$ cat src/cfps_pkg.sv
// cfps_pkg: constants and carrier types for the charger fault protection sequencer
// assumes a 50 MHz system clock; all analog decisions arrive as synchronous comparator flags
package cfps_pkg;

  // ==========================================================================
  // clock and timing
  // ==========================================================================
  localparam int unsigned CLK_PERIOD_NS   = 20;
  localparam int unsigned OVP_DISABLE_US  = 30000;
  localparam int unsigned LOW_RESET_US    = 1000;
  localparam int unsigned LOW_RESTART_US  = 4500;
  localparam int unsigned OVP_DISABLE_CYC = (OVP_DISABLE_US * 1000) / CLK_PERIOD_NS;
  localparam int unsigned LOW_RESET_CYC   = (LOW_RESET_US * 1000) / CLK_PERIOD_NS;
  localparam int unsigned LOW_RESTART_CYC = (LOW_RESTART_US * 1000) / CLK_PERIOD_NS;
  localparam int unsigned BLANK_CYC       = 8;
  localparam int unsigned TMR_W           = 21;

  // ==========================================================================
  // short-circuit counting
  // ==========================================================================
  localparam int unsigned    SHORT_CNT_W     = 3;
  localparam logic [2:0]     SHORT_LIMIT     = 3'h7;

  // ==========================================================================
  // option word field positions
  // ==========================================================================
  localparam int unsigned OPT_LS_THR_BIT   = 7;
  localparam int unsigned OPT_HS_EN_BIT    = 8;
  localparam int unsigned OPT_FADJ_EN_BIT  = 9;
  localparam int unsigned OPT_FADJ_UP_BIT  = 10;
  localparam logic [15:0] OPT_RESET        = 16'h0000;

  // frequency trim code: 00 nominal, 01 lowered, 10 raised
  typedef enum logic [1:0] {
    CFPS_FREQ_NOM  = 2'h0,
    CFPS_FREQ_LOW  = 2'h1,
    CFPS_FREQ_HIGH = 2'h2
  } cfps_freq_t;

  typedef struct packed {
    logic hs_gate_en;
    logic ls_gate_en;
    logic ls_refresh_only;
    logic current_cap;
    logic discharge_sink;
    logic soft_start;
    logic charger_en;
  } cfps_drive_t;

  typedef struct packed {
    logic ovp;
    logic low;
    logic thermal;
    logic latched;
  } cfps_status_t;

endpackage : cfps_pkg

$ cat src/cfps_short_cnt.sv
// cfps_short_cnt: one blanked short-circuit event counter
// assumes the comparator flag is synchronous and switch_on_i marks each switch turn-on
`timescale 1ns/1ps
module cfps_short_cnt
(
  // clock and reset
  input  wire logic                       clk_i,
  input  wire logic                       rst_n_i,
  // events
  input  wire logic                       switch_on_i,
  input  wire logic                       cmp_i,
  input  wire logic                       count_en_i,
  // result
  output logic [cfps_pkg::SHORT_CNT_W-1:0] count_o,
  output logic                             limit_o
);

  logic [3:0] blank_ff;
  logic       seen_ff;

  // blanking restarts at every turn-on; compare only after it expires
  always_ff @(posedge clk_i or negedge rst_n_i)
  begin
    if (!rst_n_i)
      blank_ff <= 4'h0;
    else if (switch_on_i)
      blank_ff <= 4'(cfps_pkg::BLANK_CYC);
    else if (blank_ff != 4'h0)
      blank_ff <= blank_ff - 4'h1;
  end

  // one count per switching cycle at most
  always_ff @(posedge clk_i or negedge rst_n_i)
  begin
    if (!rst_n_i)
      seen_ff <= 1'b0;
    else if (switch_on_i)
      seen_ff <= 1'b0;
    else if (cmp_i && blank_ff == 4'h0)
      seen_ff <= 1'b1;
  end

  always_ff @(posedge clk_i or negedge rst_n_i)
  begin
    if (!rst_n_i)
      count_o <= '0;
    else if (count_en_i && cmp_i && blank_ff == 4'h0 && !seen_ff && !limit_o)
      count_o <= count_o + 3'h1;
  end

  assign limit_o = (count_o == cfps_pkg::SHORT_LIMIT);

  a_blank_ignore : assert property (@(posedge clk_i) disable iff (!rst_n_i)
    (blank_ff != 4'h0) |=> $stable(count_o))
    else $error("short count moved during blanking");

endmodule // cfps_short_cnt

$ cat src/cfps_sequencer.sv
// cfps_sequencer: protection and fault sequencing for the charger buck stage
// assumes synchronous comparator flags from the analog front end and an option word held by the host interface
//
// Contract
// - gates off above 104% charge target
// - overvoltage over 30ms disables charger
// - 4mA sink only during overvoltage
// - zero voltage target suppresses overvoltage
// - battery low limits current, resets after 1ms
// - restart via soft-start 4-5ms after reset
// - battery low: 0.5A cap, low side refresh
// - thermal off above 155C, resume below 135C
// - thermal shutdown lowers regulator limit 16mA
// - bit 9 enables 18% frequency offset
// - bit 10 picks lower or higher frequency
// - short comparators sampled after blanking only; LS_CYCLE_LIMIT_O passes LS_SHORT_CMP_I unblanked during boost
// - seven events latch off, swap path switches
// - latch cleared only by lockout or detect
// - bit 7 picks 135mV or 230mV
// - bit 8 enables 750mV high-side detection
// - boost: low-side limit only, no counting
// - early peak shutoff may skip counting
// - soft-start may take longer to detect
// - peak overcurrent blanks high side per cycle
`timescale 1ns/1ps
module cfps_sequencer
(
  // clock and reset
  input  wire logic                   CLK_SYS_I,
  input  wire logic                   RST_N_I,
  // supply and adapter
  input  wire logic                   UNDERVOLTAGE_LOCKOUT_I,
  input  wire logic                   ADAPTER_DETECT_LOW_I,
  input  wire logic                   CHARGE_ENABLE_OK_I,
  // host option word and target
  input  wire logic [15:0]            CHARGER_OPTION_WORD_I,
  input  wire logic                   CHARGE_VOLTAGE_TARGET_ZERO_I,
  // comparator flags
  input  wire logic                   BATTERY_OVER_104_I,
  input  wire logic                   BATTERY_LOW_I,
  input  wire logic                   THERMAL_HOT_155_I,
  input  wire logic                   THERMAL_COOL_135_I,
  input  wire logic                   CHARGE_PEAK_OVERCURRENT_I,
  input  wire logic                   LS_SHORT_CMP_I,
  input  wire logic                   HS_SHORT_CMP_I,
  input  wire logic                   BOOST_ACTIVE_I,
  // converter timing
  input  wire logic                   CYCLE_START_I,
  input  wire logic                   HS_TURN_ON_I,
  input  wire logic                   LS_TURN_ON_I,
  // drive outputs
  output cfps_pkg::cfps_drive_t       DRIVE_O,
  output logic                        ADAPTER_PATH_SWITCH_ON_O,
  output logic                        REVERSE_BLOCK_SWITCH_ON_O,
  output logic                        BATTERY_PATH_SWITCH_ON_O,
  output logic                        GATE_DRIVE_REGULATOR_LIMIT_LOW_O,
  output cfps_pkg::cfps_freq_t        FREQ_TRIM_O,
  output logic                        LS_SHORT_THR_HIGH_O,
  output logic                        HS_SHORT_DETECT_EN_O,
  output logic                        LS_CYCLE_LIMIT_O,
  // status
  output cfps_pkg::cfps_status_t      STATUS_O
);

  typedef enum logic [1:0] {CFPS_LOW_IDLE, CFPS_LOW_LIMIT, CFPS_LOW_WAIT} cfps_low_t;

  // ==========================================================================
  // battery overvoltage
  // ==========================================================================
  logic                       ovp_act;
  logic [cfps_pkg::TMR_W-1:0] ovp_tmr_ff;
  logic                       ovp_disable_ff;

  assign ovp_act = BATTERY_OVER_104_I && !CHARGE_VOLTAGE_TARGET_ZERO_I;

  always_ff @(posedge CLK_SYS_I or negedge RST_N_I)
  begin
    if (!RST_N_I)
      ovp_tmr_ff <= '0;
    else if (!ovp_act)
      ovp_tmr_ff <= '0;
    else if (ovp_tmr_ff != cfps_pkg::TMR_W'(cfps_pkg::OVP_DISABLE_CYC))
      ovp_tmr_ff <= ovp_tmr_ff + 1'b1;
  end

  // disable holds until lockout or adapter removal restarts the device
  always_ff @(posedge CLK_SYS_I or negedge RST_N_I)
  begin
    if (!RST_N_I)
      ovp_disable_ff <= 1'b0;
    else if (UNDERVOLTAGE_LOCKOUT_I || ADAPTER_DETECT_LOW_I)
      ovp_disable_ff <= 1'b0;
    else if (ovp_act && ovp_tmr_ff == cfps_pkg::TMR_W'(cfps_pkg::OVP_DISABLE_CYC))
      ovp_disable_ff <= 1'b1;
  end

  // ==========================================================================
  // battery low sequence
  // ==========================================================================
  cfps_low_t                  low_st_ff;
  logic [cfps_pkg::TMR_W-1:0] low_tmr_ff;
  logic                       low_reset_pulse;

  assign low_reset_pulse = (low_st_ff == CFPS_LOW_LIMIT) && BATTERY_LOW_I &&
                           (low_tmr_ff == cfps_pkg::TMR_W'(cfps_pkg::LOW_RESET_CYC - 1));

  always_ff @(posedge CLK_SYS_I or negedge RST_N_I)
  begin
    if (!RST_N_I)
    begin
      low_st_ff  <= CFPS_LOW_IDLE;
      low_tmr_ff <= '0;
    end
    else
    begin
      case (low_st_ff)
        CFPS_LOW_IDLE:
        begin
          low_tmr_ff <= '0;
          if (BATTERY_LOW_I)
            low_st_ff <= CFPS_LOW_LIMIT;
        end
        CFPS_LOW_LIMIT:
        begin
          if (!BATTERY_LOW_I)
          begin
            low_st_ff  <= CFPS_LOW_IDLE;
            low_tmr_ff <= '0;
          end
          else if (low_reset_pulse)
          begin
            low_st_ff  <= CFPS_LOW_WAIT;
            low_tmr_ff <= '0;
          end
          else
            low_tmr_ff <= low_tmr_ff + 1'b1;
        end
        CFPS_LOW_WAIT:
        begin
          if (low_tmr_ff == cfps_pkg::TMR_W'(cfps_pkg::LOW_RESTART_CYC - 1))
          begin
            low_tmr_ff <= '0;
            if (CHARGE_ENABLE_OK_I)
              low_st_ff <= CFPS_LOW_IDLE;
          end
          else
            low_tmr_ff <= low_tmr_ff + 1'b1;
        end
        default:
          low_st_ff <= CFPS_LOW_IDLE;
      endcase
    end
  end

  // ==========================================================================
  // thermal shutdown with hysteresis
  // ==========================================================================
  logic thermal_ff;

  always_ff @(posedge CLK_SYS_I or negedge RST_N_I)
  begin
    if (!RST_N_I)
      thermal_ff <= 1'b0;
    else if (THERMAL_HOT_155_I)
      thermal_ff <= 1'b1;
    else if (THERMAL_COOL_135_I)
      thermal_ff <= 1'b0;
  end

  // ==========================================================================
  // short-circuit counting and latch-off
  // ==========================================================================
  logic ls_limit;
  logic hs_limit;
  logic latch_ff;
  logic count_en;

  // boost only limits cycle by cycle; a peak shutoff inside blanking simply never counts
  assign count_en = !BOOST_ACTIVE_I;

  cfps_short_cnt u_ls_cnt
  (
    .clk_i       (CLK_SYS_I),
    .rst_n_i     (RST_N_I && !(UNDERVOLTAGE_LOCKOUT_I || ADAPTER_DETECT_LOW_I)),
    .switch_on_i (LS_TURN_ON_I),
    .cmp_i       (LS_SHORT_CMP_I),
    .count_en_i  (count_en),
    .count_o     (),
    .limit_o     (ls_limit)
  );

  cfps_short_cnt u_hs_cnt
  (
    .clk_i       (CLK_SYS_I),
    .rst_n_i     (RST_N_I && !(UNDERVOLTAGE_LOCKOUT_I || ADAPTER_DETECT_LOW_I)),
    .switch_on_i (HS_TURN_ON_I),
    .cmp_i       (HS_SHORT_CMP_I && CHARGER_OPTION_WORD_I[cfps_pkg::OPT_HS_EN_BIT]),
    .count_en_i  (count_en),
    .count_o     (),
    .limit_o     (hs_limit)
  );

  always_ff @(posedge CLK_SYS_I or negedge RST_N_I)
  begin
    if (!RST_N_I)
      latch_ff <= 1'b0;
    else if (UNDERVOLTAGE_LOCKOUT_I || ADAPTER_DETECT_LOW_I)
      latch_ff <= 1'b0;
    else if (ls_limit || hs_limit)
      latch_ff <= 1'b1;
  end

  // ==========================================================================
  // peak overcurrent: high side off for the rest of the cycle
  // ==========================================================================
  logic ocp_blank_ff;

  always_ff @(posedge CLK_SYS_I or negedge RST_N_I)
  begin
    if (!RST_N_I)
      ocp_blank_ff <= 1'b0;
    else if (CHARGE_PEAK_OVERCURRENT_I)
      ocp_blank_ff <= 1'b1;
    else if (CYCLE_START_I)
      ocp_blank_ff <= 1'b0;
  end

  // ==========================================================================
  // outputs
  // ==========================================================================
  logic low_any;
  logic conv_off;
  logic low_wait;
  logic ss_ff;

  assign low_any  = (low_st_ff != CFPS_LOW_IDLE);
  assign low_wait = (low_st_ff == CFPS_LOW_WAIT);
  assign conv_off = ovp_act || ovp_disable_ff || thermal_ff || latch_ff || low_wait;

  // soft-start requested on the exit from thermal shutdown or from the battery low restart wait
  always_ff @(posedge CLK_SYS_I or negedge RST_N_I)
  begin
    if (!RST_N_I)
      ss_ff <= 1'b0;
    else
      ss_ff <= (thermal_ff && !THERMAL_HOT_155_I && THERMAL_COOL_135_I) ||
               (low_wait && low_st_ff != CFPS_LOW_IDLE && CHARGE_ENABLE_OK_I &&
                low_tmr_ff == cfps_pkg::TMR_W'(cfps_pkg::LOW_RESTART_CYC - 1));
  end

  always_comb
  begin
    DRIVE_O                 = '0;
    DRIVE_O.hs_gate_en      = !conv_off && !ocp_blank_ff && !CHARGE_PEAK_OVERCURRENT_I;
    DRIVE_O.ls_gate_en      = !conv_off && !low_any;
    DRIVE_O.ls_refresh_only = low_any;
    DRIVE_O.current_cap     = low_any;
    DRIVE_O.discharge_sink  = ovp_act;
    DRIVE_O.soft_start      = ss_ff;
    DRIVE_O.charger_en      = !(ovp_disable_ff || latch_ff || thermal_ff || low_wait);
  end

  assign ADAPTER_PATH_SWITCH_ON_O         = !latch_ff;
  assign REVERSE_BLOCK_SWITCH_ON_O        = !latch_ff;
  assign BATTERY_PATH_SWITCH_ON_O         = latch_ff;
  assign GATE_DRIVE_REGULATOR_LIMIT_LOW_O = thermal_ff;
  assign LS_SHORT_THR_HIGH_O              = CHARGER_OPTION_WORD_I[cfps_pkg::OPT_LS_THR_BIT];
  assign HS_SHORT_DETECT_EN_O             = CHARGER_OPTION_WORD_I[cfps_pkg::OPT_HS_EN_BIT];
  assign LS_CYCLE_LIMIT_O                 = BOOST_ACTIVE_I && LS_SHORT_CMP_I;

  always_comb
  begin
    if (!CHARGER_OPTION_WORD_I[cfps_pkg::OPT_FADJ_EN_BIT])
      FREQ_TRIM_O = cfps_pkg::CFPS_FREQ_NOM;
    else if (CHARGER_OPTION_WORD_I[cfps_pkg::OPT_FADJ_UP_BIT])
      FREQ_TRIM_O = cfps_pkg::CFPS_FREQ_HIGH;
    else
      FREQ_TRIM_O = cfps_pkg::CFPS_FREQ_LOW;
  end

  assign STATUS_O = '{ovp: ovp_act, low: low_any, thermal: thermal_ff, latched: latch_ff};

  // ==========================================================================
  // checks
  // ==========================================================================
  a_ovp_gates_off : assert property (@(posedge CLK_SYS_I) disable iff (!RST_N_I)
    ovp_act |-> (!DRIVE_O.hs_gate_en && !DRIVE_O.ls_gate_en))
    else $error("gates on during overvoltage");

  a_sink_follows : assert property (@(posedge CLK_SYS_I) disable iff (!RST_N_I)
    DRIVE_O.discharge_sink == (BATTERY_OVER_104_I && !CHARGE_VOLTAGE_TARGET_ZERO_I))
    else $error("sink mismatch");

  a_zero_target : assert property (@(posedge CLK_SYS_I) disable iff (!RST_N_I)
    CHARGE_VOLTAGE_TARGET_ZERO_I |-> !STATUS_O.ovp)
    else $error("overvoltage with zero target");

  a_ovp_disable : assert property (@(posedge CLK_SYS_I) disable iff (!RST_N_I)
    $rose(ovp_disable_ff) |-> $past(ovp_tmr_ff) == cfps_pkg::TMR_W'(cfps_pkg::OVP_DISABLE_CYC))
    else $error("disable before interval");

  a_low_reset : assert property (@(posedge CLK_SYS_I) disable iff (!RST_N_I)
    $rose(low_wait) |-> $past(low_tmr_ff) == cfps_pkg::TMR_W'(cfps_pkg::LOW_RESET_CYC - 1))
    else $error("battery low reset timing");

  a_thermal_hyst : assert property (@(posedge CLK_SYS_I) disable iff (!RST_N_I)
    (thermal_ff && !THERMAL_COOL_135_I) |=> thermal_ff)
    else $error("thermal released early");

  a_reg_limit : assert property (@(posedge CLK_SYS_I) disable iff (!RST_N_I)
    THERMAL_HOT_155_I |=> (GATE_DRIVE_REGULATOR_LIMIT_LOW_O && !DRIVE_O.charger_en))
    else $error("regulator limit mismatch");

  a_latch_paths : assert property (@(posedge CLK_SYS_I) disable iff (!RST_N_I)
    latch_ff |-> (!ADAPTER_PATH_SWITCH_ON_O && !REVERSE_BLOCK_SWITCH_ON_O && BATTERY_PATH_SWITCH_ON_O))
    else $error("latch path switches wrong");

  a_latch_hold : assert property (@(posedge CLK_SYS_I) disable iff (!RST_N_I)
    (latch_ff && !UNDERVOLTAGE_LOCKOUT_I && !ADAPTER_DETECT_LOW_I) |=> latch_ff)
    else $error("latch cleared without cause");

  a_ocp_cycle : assert property (@(posedge CLK_SYS_I) disable iff (!RST_N_I)
    CHARGE_PEAK_OVERCURRENT_I |=> !DRIVE_O.hs_gate_en)
    else $error("high side on after peak overcurrent");

  a_freq_nominal : assert property (@(posedge CLK_SYS_I) disable iff (!RST_N_I)
    !CHARGER_OPTION_WORD_I[cfps_pkg::OPT_FADJ_EN_BIT] |-> FREQ_TRIM_O == cfps_pkg::CFPS_FREQ_NOM)
    else $error("frequency trimmed while disabled");

endmodule // cfps_sequencer

$ cat config.mk
export PLATFORM = sky130hd
export DESIGN_NAME = cfps_sequencer
export DESIGN_NICKNAME = d
export VERILOG_FILES = /design/src/cfps_pkg.sv /design/src/cfps_short_cnt.sv /design/src/cfps_sequencer.sv
export SDC_FILE = /design/constraint.sdc
export NUM_CORES = 1
export LEC_CHECK = 0
export ABC_AREA = 1
export CORE_ASPECT_RATIO = 1.2
export CORE_MARGIN = 2
export CORE_UTILIZATION = 50
export CTS_BUF_LIST = sky130_fd_sc_hd__clkbuf_16
export CTS_CLUSTER_DIAMETER = 100
export DETAILED_ROUTE_END_ITERATION = 7
export DONT_BUFFER_PORTS = 1
export GPL_TIMING_DRIVEN = 1
export HOLD_SLACK_MARGIN = 0.06
export PLACE_DENSITY = 0.7
export SLEW_MARGIN = 10
export SYNTH_ARGS = -nofsm -noshare
export SYNTH_HDL_FRONTEND = slang
export SYNTH_HIERARCHICAL = 1
export SYNTH_SLANG_ARGS = --single-unit
export TNS_END_PERCENT = 100
$ cat constraint.sdc
create_clock -name CLK_SYS_I -period 3.33 [get_ports CLK_SYS_I]
set_input_delay 0.666 -clock CLK_SYS_I [delete_from_list [all_inputs] [get_ports CLK_SYS_I]]
set_output_delay 0.666 -clock CLK_SYS_I [all_outputs]
set_load 0.02 [all_outputs]
# == Word level (Yosys, flattened, before mapping) ==
# Index checks and enable logic that the tools add are counted.
# totals
ff_bits,65
latch_bits,0
ram_bits,0
rom_bits,0
inputBits,33
output_inout_bits,20
elab_cells,128
n_memories,0
# op_classes
n_addsub,6
n_mul,0
n_div,0
n_lt_le_gt_ge,0
eq_ne,13
shifts,0
mux,30
n_bitwise,0
reduce_logical,65
# op_table
cell,count
$mux 21,5
$pmux 21 s3,1
$add 21x1->21 const B,2
$logic_and 1x1->1,25
$eq 21x16->1 const B,1
$eq 21x18->1 const B,1
$eq 21x21->1 const B,1
$ne 21x21->1 const B,1
$reduce_bool 2->1,9
$mux 4,4
$logic_not 1->1,14
$mux 2,7
$mux 1,12
$logic_or 1x1->1,10
$logic_not 4->1,2
$reduce_bool 4->1,2
$sub 4x1->4 const B,2
$add 3x1->3 const B,2
$eq 3x3->1 const B,2
$pmux 2 s3,1
$ne 2x1->1 const B,2
$ne 2x2->1 const B,2
$reduce_and 4->1,1
$ne 3x3->1 const B,1
4 further kinds,4

# == Longest topological paths before layout ==
# Gate-level depths: netlist of run 1.
# logic_depth
depth_word,9
ltp_mapped,11

# == Modules after synthesis ==
# The synthesis of run 1 kept the hierarchy.
# modules_own_cells
mod,n_inst,cells_per_inst,area_each_um2,seq_area_each_um2
cfps_sequencer,1,499,3380.7,1226.2
cfps_short_cnt,2,51,450.4,200.2

# == Worst setup path after synthesis of run 1 ==
# No wires, ideal clock.
# synth_path
kind,register to output
start,register low_st_ff[0]
end,output port DRIVE_O[6] (netlist bit)
arrival_ns,2.134
t_required_ns,2.664
slack_ns,0.530
stages_incl_launch_ff,6
n_path_buf,0
path_cell_list,dfrtp_1 > inv_1 > ha_1 > nor4_1 > nand2_1 > nor3_1
# synth_lines
item,line,text
from (decl),cfps_sequencer.sv:100,cfps_low_t low_st_ff;
from (signal assigned),cfps_sequencer.sv:111,low_st_ff <= CFPS_LOW_IDLE;
from (signal assigned),cfps_sequencer.sv:121,low_st_ff <= CFPS_LOW_LIMIT;
from (signal assigned),cfps_sequencer.sv:127,low_st_ff <= CFPS_LOW_IDLE;
to (decl),cfps_sequencer.sv:52,"output cfps_pkg::cfps_drive_t DRIVE_O,"

==> results of run 1 <==
path summary, 6_finish.rpt:
| check | from | end | slack, ps |
|---|---|---|---|
| worst max-delay path | low_st_ff[0] | DRIVE_O[6] | 530 |
| min in group CLK_SYS_I | HS_TURN_ON_I | u_hs_cnt/blank_ff[2] | 390 |
| worst min-delay path | RST_N_I | low_tmr_ff[17] | 170 |
| max in group asynchronous | ADAPTER_DETECT_LOW_I | u_ls_cnt/blank_ff[3] | 2520 |
| worst min register to register | u_ls_cnt/blank_ff[0] | u_ls_cnt/blank_ff[0] | 470 |
| worst max register to register | ovp_tmr_ff[0] | ovp_tmr_ff[16] | 1480 |
registers in the layout, summed over array words and instances, names as in the netlist:
name,cells
ovp_disable_ff,1
GATE_DRIVE_REGULATOR_LIMIT_LOW_O,1
u_ls_cnt/count_o,3
low_st_ff,2
u_ls_cnt/seen_ff,1
BATTERY_PATH_SWITCH_ON_O,1
low_tmr_ff,21
u_hs_cnt/seen_ff,1
u_hs_cnt/blank_ff,4
ocp_blank_ff,1
u_ls_cnt/blank_ff,4
u_hs_cnt/count_o,3
ovp_tmr_ff,21
ss_ff,1
stage by stage:
| stage | utilization [%] | cell area (um^2) | hold slack, ps | power, mW | setup slack [ps] |
|---|---|---|---|---|---|
| finish | 55.49 | 4676 | 173.1 | 2.542 | 534.3 |
| global placement | 51.31 | 4323 | 373.1 | 1.488 | 1004 |
| floorplan | - | 4282 | 370.4 | 1.465 | 530.4 |
| detailed placement | 51.31 | 4323 | 373.3 | 1.511 | 1038 |
| global route | 55.49 | 4676 | 195.2 | 2.703 | 360.9 |
| CTS | 55.49 | 4676 | 194.7 | 2.569 | 497.9 |
final cells by class:
cell class              instances  area (um^2)  area share (%)
inverters                      91        341.6           7.305
clock buffers                   9        225.2           4.817
well taps                     117        146.4           3.131
flip-flops and latches         65         1627           34.79
clock inverters                 7        100.1           2.141
multi-input cells             424         2171           46.43
repair buffers                  6        65.06           1.391
critical path, cell delays in order, from the launching register on:
cell	delay, ps
dfrtp_1	390
inv_1	80
ha_1	270
nor4_1	420
buf_4	230
nand2_1	70
nor3_1	160
buf_4	180
per-layer routing:
layer  wire length, um  up-vias
met4               303        0
met3               363       26
met5                 0        -
met1              3903     1704
li1                  -     1864
met2              4636       69
synthesized netlist by cell type:
library cell / count
nand3_4: 2
o21ai_0: 10
nor3_2: 3
o21ai_1: 1
nand2_1: 170
dfrtp_1: 65
clkinv_1: 2
nand2_4: 2
buf_4: 13
nand3_1: 42
a21oi_1: 17
inv_2: 2
xor2_1: 8
nor2_2: 9
nand4_1: 15
o21a_1: 1
a211oi_1: 1
clkbuf_1: 4
buf_2: 2
nor3b_1: 1
buf_6: 2
ha_1: 13
xnor2_1: 3
nor2_4: 6
nor2_1: 75
nor3_1: 15
nand2_2: 8
o22ai_1: 1
nand3_2: 10
or2_2: 1
inv_1: 87
nand3b_1: 2
nor4_1: 1
o21bai_1: 7
power groups by stage:
| stage | sequential, mW | clock, mW | combinational, mW |
|---|---|---|---|
| 3_5_place_dp | 0.925 | 0 | 0.585 |
| 4_1_cts | 0.912 | 1.05 | 0.605 |
| 2_1_floorplan | 0.913 | 0 | 0.553 |
| 5_1_grt | 0.922 | 1.11 | 0.674 |
| 6_report | 0.912 | 1.03 | 0.596 |
| 3_3_place_gp | 0.922 | 0 | 0.565 |
logic make-up after synthesis:
family	count (synthesis)
AND/OR/NAND/NOR	362
buffers and inverters	112
flip-flops	65
AO/OA/AOI/OAI	38
adder cells (fa/ha/maj)	13
XOR/XNOR	11
==> metrics.yaml, run 1 <==
placement:
  io_buffers: 0
  place_hpwl_um: 6635
  post-place-cells: 702
  place_congestion: 0.9395
cells_and_area:
  fillCellCount: 803
  diodes: 0
  fin_nets: 643
  area_growth_pct: 9.205
  stdcell_count: 719
  mostFrequentLayoutCell: "nand2_1"
  final_layout_size_suffix_gt1_share_pct: 10.96
  final_cell_mix: "nand2_1, inv_1, nor2_1"
routing:
  dr.pass1.iters: 5
  drt_iter0_markers: 225
  postRouteAntennaNets: 0
  drc: 0
  vias_per_cell: 5.095
  vias: 3663
  wl_per_cell_um: 12.81
  wirelength_um: 9207
synth:
  synth_top_area_share_pct: 37.99
  synth_fp_nets: 647
  synth_compound_area_share_pct: 4.997
  avgSynthCellArea_um2: 7.124
  synthSimpleGateAreaFrac_pct: 39.60
  synth_top_family_by_area: "simple AND/OR/NAND/NOR gates"
  ys_ff_latch: 65
  synth.mux.area_fraction_pct: 0
  yosysWarnings: 6
  synth-xor-area-share_pct: 2.250
  yosysTopAreaCell: "dfrtp_1"
  syn_area_um2: 4282
  ys_seq_area_share_pct: 37.99
  synth_area_leaders: "dfrtp_1, nand2_1, inv_1, nor2_1, nand3_1"
  yosysUniqueCellTypes: 34
  synth-adder-area-share_pct: 3.799
  synthesis.instances: 601
global_routing:
  antenna_found_initial: 0
  grtUsageMet2_pct: 37.59
  grt_util_met1_pct: 26.29
  grtUsageMet3_pct: 5.247
  grt_overflow: 0
  grt_first_pass_wirelength_um: 16440
  busiest_layer: "met2"
  grt_max_degree: 50
  grtUsageTotal_pct: 22.29
  grt_pass1_vias: 3753
floorplan:
  ios: 53
  dieArea_um2: 9323
  start_util_pct: 50.82
  rows: 37
  die_h_um: 105.4
  core_area_um2: 8426
  fp.dieW_um: 88.48
sta:
  max_freq_mhz: 357.7
  skew_ps: 4.854
  fin_tns_setup_ps: 0
  final-hold-violation-count: 0
  worst_slew_pin_slew_ps: 815.3
  drv_slew: 0
  period_needed_ps: 2796
  fin_crit_sh_pct: 83.95
  rsz0062_at_grt: "no"
  max_slew_margin_pct: 45.65
  setup_viol: 0
power_and_ir_drop:
  seqPwrFrac_pct: 35.9
  leakagePower_nw: 2.283
  power.internal_mw: 1.687
  p_clk_share_pct: 40.7
  power_frac_comb_pct: 23.4
  netSwitchingFraction_pct: 33.65
  ir_drop_v: 0.0003490
  powerDensity_nw_per_um2: 543.7
  p_switching_mw: 0.8553
setup_path:
  path_max_fanout: 4
  critPathKind: "register to primary output"
  cp.required_ps: 2660
  ff2ff_path_depth: 8
  end_kind: "primary output"
  crit_path_start_kind: "register"
  crit_arrival_ps: 2130
worst_hold_path:
  hold_path_class: "primary input to async pin"
outcome:
  outcome: "finished, final reports clean"
clocking:
  cts_tree: "done"
  cts_resized: 0
  clk_pin_slew_ps: 60
  cts-hold-fix-buffers: 1
  worstSkewPairLatency_ps: 330
  cts_root_buffer: "clkbuf_16"
  cts.sinks: 65
  cts_setup_buffers: 0
  clockBufferDepth: 2
  htreeDepth: 3
  cts_made_buffers: 9
job:
  maxCapViolCount: 0
(Power assumes the default switching activity.)
==> run 2: changes to the inputs <==
--- a/config.mk
+++ b/config.mk
@@ -5,7 +5,7 @@
 export SDC_FILE = /design/constraint.sdc
 export NUM_CORES = 1
 export LEC_CHECK = 0
-export ABC_AREA = 1
+export ABC_AREA = 0
 export CORE_ASPECT_RATIO = 1.2
 export CORE_MARGIN = 2
 export CORE_UTILIZATION = 50
==> constraint.sdc (replaced) <==
create_clock -name CLK_SYS_I -period 2.8 [get_ports CLK_SYS_I]
set_input_delay 0.56 -clock CLK_SYS_I [delete_from_list [all_inputs] [get_ports CLK_SYS_I]]
set_output_delay 0.56 -clock CLK_SYS_I [all_outputs]
set_load 0.02 [all_outputs]
==> run 2 against run 1 <==
Effect of this change: total power increased by 8.1%; non-clock buffer count increased by 8; largest power group unchanged; sequential share of layout area increased by 2.8 points; global-route usage shrank 1.4 points.
==> metrics.yaml, run 2 <==
synth:
  yosysWarnings: 6  # unchanged
  ys_ff_latch: 65  # unchanged
  synth_top_area_share_pct: 41.80  # +3.8 points
  synth-adder-area-share_pct: 4.180  # +0.38 points
  synthesis.instances: 418  # -30%
  synthSimpleGateAreaFrac_pct: 25.79  # -14 points
  synth-xor-area-share_pct: 4.952  # +2.7 points
  ys_seq_area_share_pct: 41.80  # +3.8 points
  synth_compound_area_share_pct: 13.38  # +8.4 points
  synth_fp_nets: 464  # -28%
  synth_area_leaders: "dfrtp_1, nor2_1, ha_1, nand3_1, inv_1"
  avgSynthCellArea_um2: 9.309  # +31%
  async_reset_ff_share_pct: 100.0  # unchanged
  synth_top_family_by_area: "simple AND/OR/NAND/NOR gates"
  synth_edf_count: 0  # unchanged
  yosysTopAreaCell: "dfrtp_1"
  syn_area_um2: 3891  # -9.1%
  synth_ff_type: "dfrtp_1"
  synth.mux.area_fraction_pct: 2.830  # +2.8 points
  yosysUniqueCellTypes: 53  # +56%
  synth_most_common_cell: "dfrtp_1"
  synth_common_cells: "dfrtp_1, nor2_1, inv_1"
clocking:
  worstSkewPairLatency_ps: 340  # about the same
  cts_made_buffers: 9  # unchanged
  cts.sinks: 65  # unchanged
  cts_root_buffer: "clkbuf_16"
  clk_pin_slew_ps: 60  # about the same
  clockBufferDepth: 2  # unchanged
  cts_tree: "done"
  htreeDepth: 3  # unchanged
floorplan:
  start_util_pct: 51.07  # +0.25 points
  rows: 35  # -5.4%
  ios: 53  # unchanged
  dieArea_um2: 8507  # -8.8%
  core_area_um2: 7620  # -9.6%
  fp.dieW_um: 84.53  # -4.5%
  die_h_um: 100.6  # -4.5%
sta:
  max_slew_margin_pct: 39.71  # -5.9 points
  worst_slew_pin_slew_ps: 904.3  # +89.04 ps
  fin_crit_sh_pct: 89.53
  setup_viol: 0  # unchanged
  final-hold-violation-count: 0  # unchanged
  drv_slew: 0  # unchanged
  setup_ws_ps: 293.3  # -241.1 ps
  period_needed_ps: 2507
  rsz0062_at_grt: "no"
  skew_ps: 7.648  # +2.794 ps
  max_freq_mhz: 398.9
  fin_tns_setup_ps: 0  # unchanged
routing:
  drt_iter0_markers: 117  # -48%
  vias: 3052  # -17%
  postRouteAntennaNets: 0  # unchanged
  vias_per_cell: 5.938  # +17%
  wirelength_um: 8386  # -8.9%
  drc: 0  # unchanged
  wl_per_cell_um: 16.32  # +27%
  dr.pass1.iters: 4  # -1
power_and_ir_drop:
  ir_drop_v: 0.0004728  # +35%
  powerDensity_nw_per_um2: 634.9  # +17%
  seqPwrFrac_pct: 41.2  # +5.3 points
  power_frac_comb_pct: 13.6  # -9.8 points
  p_switching_mw: 0.7298  # -15%
  p_clk_share_pct: 45.2  # +4.5 points
  power.internal_mw: 2.017  # +20%
  netSwitchingFraction_pct: 26.57  # -7.1 points
  leakagePower_nw: 1.855  # -19%
  p_total_mw: 2.747  # +8.1%
setup_path:
  critPathKind: "register to primary output"
  crit_path_start_kind: "register"
  cp.required_ps: 2240  # -420 ps
  path_max_fanout: 4  # unchanged
  crit_arrival_ps: 1950  # -180 ps
  r2r_end: "low_tmr_ff[17]"
  ff2ff_path_depth: 7  # -1
  worstReg2RegStart: "low_tmr_ff[0]"
  end_kind: "primary output"
  r2r_slack_ps: 450  # -1030 ps
job:
  maxCapViolCount: 0  # unchanged
global_routing:
  grt_max_degree: 50  # unchanged
  grt_overflow: 0  # unchanged
  grt_first_pass_wirelength_um: 14120  # -14%
  antenna_found_initial: 0  # unchanged
  grtUsageTotal_pct: 20.89  # -1.4 points
  grt_pass1_vias: 2983  # -21%
cells_and_area:
  fin_nets: 463  # -28%
  area_growth_pct: 11.19
  top_regs: "low_tmr_ff x21, ovp_tmr_ff x21"
  final_cell_mix: "dfrtp_1, nor2_1, inv_1"
  final_layout_size_suffix_gt1_share_pct: 10.66  # -0.30 points
  fillCellCount: 662  # -18%
  mostFrequentLayoutCell: "dfrtp_1"
  fin_area_um2: 4327  # -7.5%
  diodes: 0  # unchanged
outcome:
  outcome: "finished, final reports clean"
placement:
  placed_cell_area_um2: 3973  # -8.1%
  place_hpwl_um: 5670  # -15%
  io_buffers: 0  # unchanged
  place_congestion: 0.8728  # -7.1%
  dp_slack_ps: 486.6  # -551.8 ps
worst_hold_path:
  hold_path_class: "primary input to async pin"
-- run 2: layer usage --
metal  track usage (%)  part of all wire [%]
met4             8.303                   2.0
met1             25.66                    44
met2             35.07                    51
met3             5.569                   3.7
met5                 0                     0
-- run 2: worst max-delay path by stage --
stage | start | endpoint | slack, ps
after floorplan | low_st_ff[0] | DRIVE_O[6] | 150
after global placement | low_tmr_ff[0] | low_tmr_ff[17] | 500
after detailed placement | low_tmr_ff[0] | low_tmr_ff[17] | 490
after CTS | low_st_ff[0] | DRIVE_O[6] | 330
after global routing | low_st_ff[0] | DRIVE_O[6] | 120
final | low_st_ff[0] | DRIVE_O[6] | 290
-- run 2: kinds of logic (layout without fill, tap and decap cells) --
logic type | after synthesis | after routing
adders and majority gates | 13 | 13
and+or+nand+nor | 179 | 179
xor gates and xnor gates | 22 | 22
buffers and inverters | 61 | 65
muxes | 9 | 9
DFF | 65 | 65
AOI/OAI and AO/OA | 69 | 69
-- run 2: through the flow --
| step | instances | hold slack [ps] | utilization [%] |
|---|---|---|---|
| finish | 514 | 79.55 | 56.78 |
| global route | 514 | 88.65 | 56.78 |
| CTS | 514 | 78.64 | 56.78 |
| detailed placement | 497 | 266.7 | 52.13 |
| global placement | 497 | 266.2 | 52.13 |
| floorplan | 418 | 264.4 | - |
-- run 2: worst max-delay path: stages (launching register included) --
cell and delay, ps:
dfrtp_1 400, inv_1 90, ha_1 250, nor4_1 370, nand2_1 160, nor3_1 170
buf_4 170
-- run 2: area by class of cell --
class | count | area (um^2) | area share, %
multi-input combinational | 292 | 1989 | 45.98
sequential | 65 | 1627 | 37.59
clock buffer | 9 | 225.2 | 5.205
timing repair buffer | 14 | 137.6 | 3.181
inverter | 35 | 131.4 | 3.036
tap | 92 | 115.1 | 2.660
clock inverter | 7 | 101.3 | 2.342
-- run 2: timing repair --
action | in CTS | in global routing
gates resized for setup | 0 | 0
hold buffers | 1 | 0
setup buffers | 0 | 0
hold endpoints to repair | 49 | 0
-- run 2: power by group through the flow --
stage	combinational [mW]	sequential, mW	clock (mW)
final	0.373	1.13	1.24
after global routing	0.422	1.15	1.30
after CTS	0.379	1.13	1.26
after detailed placement	0.347	1.14	0
after global placement	0.328	1.14	0
after floorplan	0.313	1.12	0
